File: config.mk
export PLATFORM = sky130hd
export DESIGN_NAME = misc_status_register_bank
export DESIGN_NICKNAME = d
export VERILOG_FILES = /design/src/core/status_bank_pkg.sv /design/src/core/misc_status_register_bank.sv /design/src/core/level_sync.sv
export SDC_FILE = /design/constraint.sdc
export NUM_CORES = 1
export LEC_CHECK = 0
export BUFFER_PORTS_ARGS = -buffer_cell sky130_fd_sc_hd__clkbuf_2
export CORE_ASPECT_RATIO = 1.2
export CORE_MARGIN = 10
export CORE_UTILIZATION = 30
export DETAILED_ROUTE_END_ITERATION = 7
export GPL_TIMING_DRIVEN = 0
export PLACE_DENSITY = 0.48
export RECOVER_POWER = 25
export SYNTH_ARGS = -nofsm -noshare
export SYNTH_HDL_FRONTEND = slang
export SYNTH_SLANG_ARGS = --single-unit
File: constraint.sdc
create_clock -name clock -period 0.9 [get_ports clock]
set_input_delay 0.135 -clock clock [delete_from_list [all_inputs] [get_ports clock]]
set_output_delay 0.135 -clock clock [all_outputs]
set_load 0.005 [all_outputs]
File: src/core/status_bank_pkg.sv
package status_bank_pkg;

  // register file geometry
  localparam int unsigned ADDR_W = 6;
  localparam int unsigned DATA_W = 24;
  localparam int unsigned VS_W   = 10;
  localparam int unsigned NUM_IN = 24;

  // register offsets (word index on the serial register port)
  localparam logic [ADDR_W-1:0] MISC_STATUS_OFFSET = 6'h04;
  localparam logic [ADDR_W-1:0] COMP_STATUS_OFFSET = 6'h05;

  // reset values
  localparam logic [DATA_W-1:0] MISC_STATUS_RESET = 24'h000000;
  localparam logic [DATA_W-1:0] COMP_STATUS_RESET = 24'h000000;
  localparam logic [DATA_W-1:0] UNMAPPED_READ     = 24'h000000;

  // misc status field positions
  localparam int unsigned RSVD_HI_POS       = 23;
  localparam int unsigned RSVD_LO_POS       = 13;
  localparam int unsigned ADC_FAULT_POS     = 12;
  localparam int unsigned SINK_CH3_POS      = 11;
  localparam int unsigned SINK_CH2_POS      = 10;
  localparam int unsigned SOURCE_CH1_POS    = 9;
  localparam int unsigned SOURCE_CH0_POS    = 8;
  localparam int unsigned BAND1_HI_POS      = 7;
  localparam int unsigned BAND1_LO_POS      = 6;
  localparam int unsigned BAND0_HI_POS      = 5;
  localparam int unsigned BAND0_LO_POS      = 4;
  localparam int unsigned UNDERVOLT_POS     = 3;
  localparam int unsigned OVERVOLT_POS      = 2;
  localparam int unsigned THERM_WARN_POS    = 1;
  localparam int unsigned THERM_SHUT_POS    = 0;

  // number of synchroniser stages on live condition inputs
  localparam int unsigned SYNC_STAGES = 2;

  // supply band codes; code 2'h3 is never produced
  typedef enum logic [1:0] {
    BAND_BELOW_LOWER = 2'b00,
    BAND_BETWEEN     = 2'b01,
    BAND_ABOVE_UPPER = 2'b10
  } band_e;

  // live single-bit conditions from analog/diagnostic blocks
  typedef struct packed {
    logic adc_selftest_fault;
    logic sink_ch3_fault;
    logic sink_ch2_fault;
    logic source_ch1_fault;
    logic source_ch0_fault;
    logic undervoltage_live;
    logic overvoltage_live;
    logic thermal_warning_live;
    logic thermal_shutdown_live;
  } cond_s;

  // supply band thresholds, from configuration logic on this clock
  typedef struct packed {
    logic [VS_W-1:0] band1_lower_threshold;
    logic [VS_W-1:0] band1_upper_threshold;
    logic [VS_W-1:0] band0_lower_threshold;
    logic [VS_W-1:0] band0_upper_threshold;
  } band_thr_s;

  // register read request and answer
  typedef struct packed {
    logic              en;
    logic [ADDR_W-1:0] addr;
  } rd_req_s;

  typedef struct packed {
    logic              valid;
    logic [DATA_W-1:0] data;
  } rd_rsp_s;

endpackage

File: src/core/misc_status_register_bank.sv
`timescale 1ns/100ps

// Overview of operation
// - read-only misc status at offset 4h, resets zero, bits 23..13 read zero
// - bit 12 shows converter self-diagnostic error
// - bit 11 shows abnormal current sink on input channel 3
// - bit 10 shows abnormal current sink on input channel 2
// - bit 9 shows abnormal current source on input channel 1
// - bit 8 shows abnormal current source on input channel 0
// - bits 7..6 give supply level against band-1 lower and upper thresholds
// - bits 5..4 give supply level against band-0 lower and upper thresholds
// - bit 3 shows supply below under-voltage threshold
// - bit 2 shows supply above over-voltage threshold
// - bit 1 shows junction temperature above warning threshold
// - bit 0 shows junction temperature above shutdown threshold
// - read-only comparator result per input at offset 5h, resets zero
module misc_status_register_bank (
  input  wire logic                                         clock,       // 10 MHz clock
  input  wire logic                                         arst_n,      // async reset
  input  wire status_bank_pkg::cond_s                       cond_async,  // live conditions
  input  wire logic [status_bank_pkg::NUM_IN-1:0]           comp_async,  // comparator per input
  input  wire logic [status_bank_pkg::VS_W-1:0]             supply_code, // supply ADC result
  input  wire status_bank_pkg::band_thr_s                   band_thr,    // band thresholds
  input  wire status_bank_pkg::rd_req_s                     rd_req,      // register read request
  output status_bank_pkg::rd_rsp_s                          rd_rsp_q,    // register read answer
  output logic [status_bank_pkg::DATA_W-1:0]                misc_status_q // live misc status
);

  localparam int unsigned COND_W = $bits(status_bank_pkg::cond_s);

  // synchronised inputs
  status_bank_pkg::cond_s                  cond_sync;
  logic [COND_W-1:0]                       cond_sync_bits;
  logic [status_bank_pkg::NUM_IN-1:0]      comp_sync;

  // band encoders
  status_bank_pkg::band_e                  band1_d;
  status_bank_pkg::band_e                  band0_d;

  // register contents
  logic [status_bank_pkg::DATA_W-1:0]      misc_status_d;
  logic [status_bank_pkg::DATA_W-1:0]      comp_status_q;
  logic [status_bank_pkg::DATA_W-1:0]      rd_data_d;

  // --------------------------------------------------------------------------
  // crossing of the analog / diagnostic levels into the clock domain
  // --------------------------------------------------------------------------
  level_sync #(
    .WIDTH (COND_W)
  ) u_cond_sync (
    .clock   (clock),
    .arst_n  (arst_n),
    .async_i (cond_async),
    .sync_o  (cond_sync_bits)
  );

  assign cond_sync = status_bank_pkg::cond_s'(cond_sync_bits);

  level_sync #(
    .WIDTH (status_bank_pkg::NUM_IN)
  ) u_comp_sync (
    .clock   (clock),
    .arst_n  (arst_n),
    .async_i (comp_async),
    .sync_o  (comp_sync)
  );

  // --------------------------------------------------------------------------
  // supply band classification
  // upper threshold is tested first, so a lower threshold set above the upper
  // one can only shrink the middle band, never yield the unused code
  // --------------------------------------------------------------------------
  function automatic status_bank_pkg::band_e classify_band(
    input logic [status_bank_pkg::VS_W-1:0] level,
    input logic [status_bank_pkg::VS_W-1:0] lower,
    input logic [status_bank_pkg::VS_W-1:0] upper
  );
    status_bank_pkg::band_e code;
    code = status_bank_pkg::BAND_BELOW_LOWER;
    if (level >= upper) begin
      code = status_bank_pkg::BAND_ABOVE_UPPER;
    end else if (level >= lower) begin
      code = status_bank_pkg::BAND_BETWEEN;
    end
    return code;
  endfunction

  always_comb begin
    band1_d = classify_band(supply_code,
                            band_thr.band1_lower_threshold,
                            band_thr.band1_upper_threshold);
    band0_d = classify_band(supply_code,
                            band_thr.band0_lower_threshold,
                            band_thr.band0_upper_threshold);
  end

  // --------------------------------------------------------------------------
  // misc status word assembly
  // --------------------------------------------------------------------------
  always_comb begin
    misc_status_d = status_bank_pkg::MISC_STATUS_RESET;
    misc_status_d[status_bank_pkg::RSVD_HI_POS:status_bank_pkg::RSVD_LO_POS] = '0;
    misc_status_d[status_bank_pkg::ADC_FAULT_POS] =
      cond_sync.adc_selftest_fault;
    misc_status_d[status_bank_pkg::SINK_CH3_POS] =
      cond_sync.sink_ch3_fault;
    misc_status_d[status_bank_pkg::SINK_CH2_POS] =
      cond_sync.sink_ch2_fault;
    misc_status_d[status_bank_pkg::SOURCE_CH1_POS] =
      cond_sync.source_ch1_fault;
    misc_status_d[status_bank_pkg::SOURCE_CH0_POS] =
      cond_sync.source_ch0_fault;
    misc_status_d[status_bank_pkg::BAND1_HI_POS:status_bank_pkg::BAND1_LO_POS] =
      band1_d;
    misc_status_d[status_bank_pkg::BAND0_HI_POS:status_bank_pkg::BAND0_LO_POS] =
      band0_d;
    misc_status_d[status_bank_pkg::UNDERVOLT_POS] =
      cond_sync.undervoltage_live;
    misc_status_d[status_bank_pkg::OVERVOLT_POS] =
      cond_sync.overvoltage_live;
    misc_status_d[status_bank_pkg::THERM_WARN_POS] =
      cond_sync.thermal_warning_live;
    misc_status_d[status_bank_pkg::THERM_SHUT_POS] =
      cond_sync.thermal_shutdown_live;
  end

  // misc status follows the present conditions every cycle, no sticky bits
  always_ff @(posedge clock or negedge arst_n) begin
    if (!arst_n) begin
      misc_status_q <= status_bank_pkg::MISC_STATUS_RESET;
    end else begin
      misc_status_q <= misc_status_d;
    end
  end

  // comparator status: one bit per input, above threshold reads one
  always_ff @(posedge clock or negedge arst_n) begin
    if (!arst_n) begin
      comp_status_q <= status_bank_pkg::COMP_STATUS_RESET;
    end else begin
      comp_status_q <= comp_sync;
    end
  end

  // --------------------------------------------------------------------------
  // read port: both registers are read-only; a read only samples them
  // --------------------------------------------------------------------------
  always_comb begin
    if (rd_req.addr == status_bank_pkg::MISC_STATUS_OFFSET) begin
      rd_data_d = misc_status_q;
    end else if (rd_req.addr == status_bank_pkg::COMP_STATUS_OFFSET) begin
      rd_data_d = comp_status_q;
    end else begin
      rd_data_d = status_bank_pkg::UNMAPPED_READ;
    end
  end

  // valid and data share one process so the answer struct has a single driver
  always_ff @(posedge clock or negedge arst_n) begin
    if (!arst_n) begin
      rd_rsp_q.valid <= 1'b0;
      rd_rsp_q.data  <= status_bank_pkg::UNMAPPED_READ;
    end else begin
      rd_rsp_q.valid <= rd_req.en;
      if (rd_req.en) begin
        rd_rsp_q.data <= rd_data_d;
      end
    end
  end

endmodule // misc_status_register_bank

File: src/core/level_sync.sv
`timescale 1ns/100ps

// two-stage synchroniser for a bundle of independent levels
module level_sync #(
  parameter int unsigned WIDTH = 1
) (
  input  wire logic             clock,   // system clock
  input  wire logic             arst_n,  // async reset, active low
  input  wire logic [WIDTH-1:0] async_i, // levels from another domain
  output logic      [WIDTH-1:0] sync_o   // synchronised levels
);

  logic [WIDTH-1:0] meta_q;
  logic [WIDTH-1:0] sync_q;

  always_ff @(posedge clock or negedge arst_n) begin
    if (!arst_n) begin
      meta_q <= '0;
      sync_q <= '0;
    end else begin
      meta_q <= async_i;
      sync_q <= meta_q;
    end
  end

  assign sync_o = sync_q;

endmodule // level_sync

# Yosys cells after proc, flatten, opt, wreduce, memory -nomap -nowiden
# Index checks and enable logic that the tools add are counted.
word_totals:
  in_bits: 92
  wordCells: 20
  out_inout_bits: 49
  register_bits: 128
classes:
  eq_ne: 2
  mux: 6
  order_cmp: 4
op_table:
  columns: ["cell", "n"]
  rows:
  - ["24-bit two-way mux", 2]
  - ["10-bit greater-or-equal comparator", 4]
  - ["6-bit by 3-bit equality test with 1-bit output (second input constant)", 2]
  - ["2-bit two-way mux", 2]
  - ["1-bit two-way mux", 2]

# Longest topological paths before layout
depth:
  ltp_word: 3
  ltp_mapped: 7
  ltp_nobuf: 7

# Hierarchy
# From an unflattened synthesis, not the netlist that was laid out.
hier_totals:
  hier_cells: 353
  hier_area_um2: 4709.5
by_module_without_submodules:
  columns: ["mod", "area_each_um2", "seq_area_each_um2", "cells_per_inst", "instances"]
  rows:
  - ["misc_status_register_bank", 3057.9, 1551.5, 287, 1]
  - ["level_sync (u_comp_sync)", 1201.2, 1201.2, 48, 1]
  - ["level_sync (u_cond_sync)", 450.4, 450.4, 18, 1]

# Worst setup path before layout
# Ideal clock, no wire load.
synth_timing:
  path_type: "input port to flip-flop"
  start: "in supply_code[0] in the netlist's numbering"
  end: "reg misc_status_q[4] in the netlist's numbering"
  setup_time_ps: 72
  arrival_ps: 1168
  slack_ps: -339
  path_stages: 7
  n_path_buf: 0
  t_required_ps: 828
  path_cell_list: "inv_1 ha_1 nand2b_1 a211oi_1 a2bb2oi_1 o21ai_0 nor2_1"
synth_between:
  elab_chain_cells: 3
  elab_cells_between_ends: 4
  classes_between: "order compare: 2; mux: 2"
synth_lines:
  columns: ["item", "line", "source"]
  rows:
  - ["start, declared", "misc_status_register_bank.sv:22", "input wire logic [status_bank_pkg::VS_W-1:0] supply_code,"]
  - ["10-bit greater-or-equal comparator", "misc_status_register_bank.sv:82", "end else if (level >= lower) begin"]
  - ["1-bit two-way mux", "misc_status_register_bank.sv:82", null]
  - ["2-bit two-way mux *", "misc_status_register_bank.sv:80", "if (level >= upper) begin"]
  - ["net band0_d[0]", "misc_status_register_bank.sv:38", "status_bank_pkg::band_e band0_d;"]
  - ["end signal, assigned", "misc_status_register_bank.sv:130", "misc_status_q <= status_bank_pkg::MISC_STATUS_RESET;"]
  - ["end signal, assigned", "misc_status_register_bank.sv:132", "misc_status_q <= misc_status_d;"]
  - ["end, declared", "misc_status_register_bank.sv:26", "output logic [status_bank_pkg::DATA_W-1:0] misc_status_q"]
# The timed path passes the listed nets; every way through them passes the cells marked *.
# A chain may end at the register's enable or synchronous reset.

# Worst setup path in the final report
layout_timing:
  start: "reg misc_status_q[5] in the netlist's numbering"
  end: "out misc_status_q[5] in the netlist's numbering"
# No word-level cell between the ends.

==> run metrics <==
# hold bufs at CTS 34; Cells after DPL 700; Final Skew 0.00609 ns; core box area 15500 sq um; die width 134 um; maximum root-to-sink buffer count 2; setup violators final 40; level count of the clock H-tree 4; Total Routing Usage GR 0.110; Pleak 0.00359 uW; antenna violations before repair 0; Worst-Margin Slew between 0.7 and 0.8 ns; Setup WS post-layout -0.161 ns; PwrDens 2000 nW/um^2; n_diodes 0; Filler Cells Inserted around 1500; maximum vdd drop 1.81 mV; clock latency on the worst-skew pair around 0.4 ns; Clock Pin Slew Worst Setup and Hold Paths 0.06 ns; CP top delay family flip-flops; average cell area after synthesis 13.3 sq um; initial DRC count 177; Max Freq 943 MHz; RSZ-0062 raised after global routing true; Seq/Total Area, Yosys 0.680; delay of the slowest critical-path stage 0.40 ns; Root Buffer Master clkbuf_16; reg2reg setup slack -0.06 ns; Worst Path Max Fanout 2; Mapped Area 4710 sq um; Max-Cap Viols 0; post-DP HPWL 8230 um; fin crit share 1.18; prevailing post-synth register cell dfrtp_1; Slowest-stage cell, CP dfrtp_1; CP bufs+invs 1; DP Worst Slack -0.685 ns; Synth Register Bits 128; Worst R2R Start misc_status_q[1]; Detail Route Antenna Nets 0; post-synthesis cell type count 26; CP Class reg2out; worst reg2reg path depth 4; CTS buffer count 17; Tot Pwr between 10000 and 15000 uW; Layout area overhead 54.1%; failing checks hold timing, setup timing; worst relative slew slack 0.496; status complete, but fails checks; first-pass GRT wire length 18100 um; initial core utilization 0.304; detailed-route via count approximately 3200; startpoint types register; Post-synth ARST share 1.00; IO Count 141; EDFF count, synth 0; crit end category output pin; pin count of the biggest net entering global routing 100; Placer Congestion between 0.9 and 1; final number of hold-violating endpoints 29; die height 157 um; Worst EP required ~0.76 ns; CTS sink cnt 128; vias in the first global route 3620; CP Data Arrival Time 0.93 ns; Post-Layout Cell Count just under 800; port bufs 128; residual DRC count 0; Min-Delay Path Class in2async; die area 21100 sq um; share of cells above drive strength 1 0.424; final WL ~11000 um; Synth Instances 353; drt first pass iters 4; count of pins over their slew limit 0; row cnt 50; DR vias/cell 4.04; grt total ovfl 0; routed len/inst 14.4 um; hold slack -0.208 ns; CP Cell Sequence clkbuf_2; warnings from Yosys 0; R2R Path End rd_rsp_q[1]; final net count 697; Tmin final 1.06 ns; CTS tree built
## routing by layer
metal | track usage | up-vias | part of all wire
met5 | 0 | - | 0
met4 | 0.0529 | 0 | 0.021
met3 | 0.0344 | 20 | 0.052
met2 | 0.180 | 84 | 0.52
met1 | 0.127 | 1512 | 0.40
li1 | - | 1559 | -
## Yosys cell counts, types with 4 or more instances
master / instances / area, sq um
dfrtp_1: 128 / 3200
inv_1: 62 / 233
ha_1: 40 / 500
nand2_1: 15 / 56.3
mux2i_1: 13 / 130
o22ai_1: 13 / 81.3
buf_4: 12 / 90.1
a21oi_1: 10 / 50.1
o21ai_0: 8 / 40.0
o21ai_1: 7 / 35.0
a211oi_1: 6 / 45.0
nand4_1: 6 / 37.5
nor2_1: 6 / 22.5
nand2b_1: 4 / 25.0
nand3_1: 4 / 20.0
## power breakdown
group | switching [uW] | internal, uW | leakage [uW]
clock network | 2530 | 4480 | 0.000295
logic | 687 | 755 | 0.00175
registers | 80.5 | 6020 | 0.00155
## cell families after synthesis
kind of cell | after synthesis | share of synthesized area
flip-flops | 128 | 0.680
buffers and inverters | 79 | 0.0733
AO/OA/AOI/OAI | 50 | 0.0640
AND/OR/NAND/NOR | 42 | 0.0478
adder cells (fa/ha/maj) | 40 | 0.106
multiplexers | 13 | 0.0276
other | 1 | 0.000796
## flip-flops by register name (all words and copies together) (netlist names)
name,count
u_cond_sync.sync_o,9
u_comp_sync.meta_q,24
misc_status_q,13
rd_rsp_q,25
comp_status_q,24
u_comp_sync.sync_o,24
u_cond_sync.meta_q,9
## layout make-up
type	count	area [sq um]	share of cell area
plain buffers	17	125	0.0172
clock inverters	14	181	0.0250
well taps	208	260	0.0359
inverters	62	249	0.0343
clock buffers	18	439	0.0605
repair buffers	183	1200	0.165
flip-flops and latches	128	3200	0.441
multi-input cells	156	1600	0.221
## worst max-delay path by stage
stage                                        to              from  slack (ns)  depth (start not counted)
after floorplan                misc_status_q[6]    supply_code[0]       -0.18                          7
after global placement    u_comp_sync.meta_q[8]            arst_n       -2.18                          1
after detailed placement       misc_status_q[4]    supply_code[0]       -0.69                          8
after CTS                           rd_rsp_q[8]       rd_rsp_q[8]       -0.18                          1
after global routing                rd_rsp_q[8]       rd_rsp_q[8]       -0.21                          1
final                          misc_status_q[5]  misc_status_q[5]       -0.16                          1
## per-stage QoR
step                      hold WS, ns  area (sq um)  TNS, ns  utilization
after detailed placement       0.0432          5860   -10.60        0.378
final                          -0.208          7260    -5.13        0.468
after global placement          0.243          5820  -287.43        0.375
after floorplan                -0.161          4920    -1.31            -
after global routing           -0.164          7260   -10.07        0.468
after CTS                      -0.393          6960    -6.11        0.448
## cells in the final DEF (no fill, tap or decap), drive strengths merged
| cell type | synthesis | routed |
|---|---|---|
| dlygate4sd3 | 0 | 34 |
| nor4b | 1 | 1 |
| o22ai | 13 | 13 |
| o21ai | 15 | 15 |
| clkinvlp | 0 | 3 |
| clkinv | 0 | 4 |
| ha | 40 | 40 |
| buf | 15 | 43 |
| inv | 62 | 66 |
| nor3 | 2 | 2 |
| dfrtp | 128 | 128 |
| clkbuf | 2 | 141 |
| a2bb2oi | 2 | 2 |
| mux2i | 13 | 13 |
| nand2b | 4 | 4 |
| a211oi | 6 | 6 |
| conb | 1 | 11 |
| nand3 | 4 | 4 |
| nand3b | 1 | 1 |
| nand4 | 6 | 6 |
| bufinv | 0 | 3 |
| a41oi | 2 | 2 |
| nor4 | 2 | 2 |
| nand2 | 15 | 15 |
| a21o | 2 | 2 |
| a21oi | 10 | 10 |
| nor2 | 7 | 7 |
## what timing repair did
action,in CTS,in global routing
resized for setup,9,48
endpoints found under the hold margin,63,29
endpoints found under the setup margin,42,55
buffers inserted,11,10
pin swaps,4,18
Note: power is estimated with default switching activity, not from simulation.
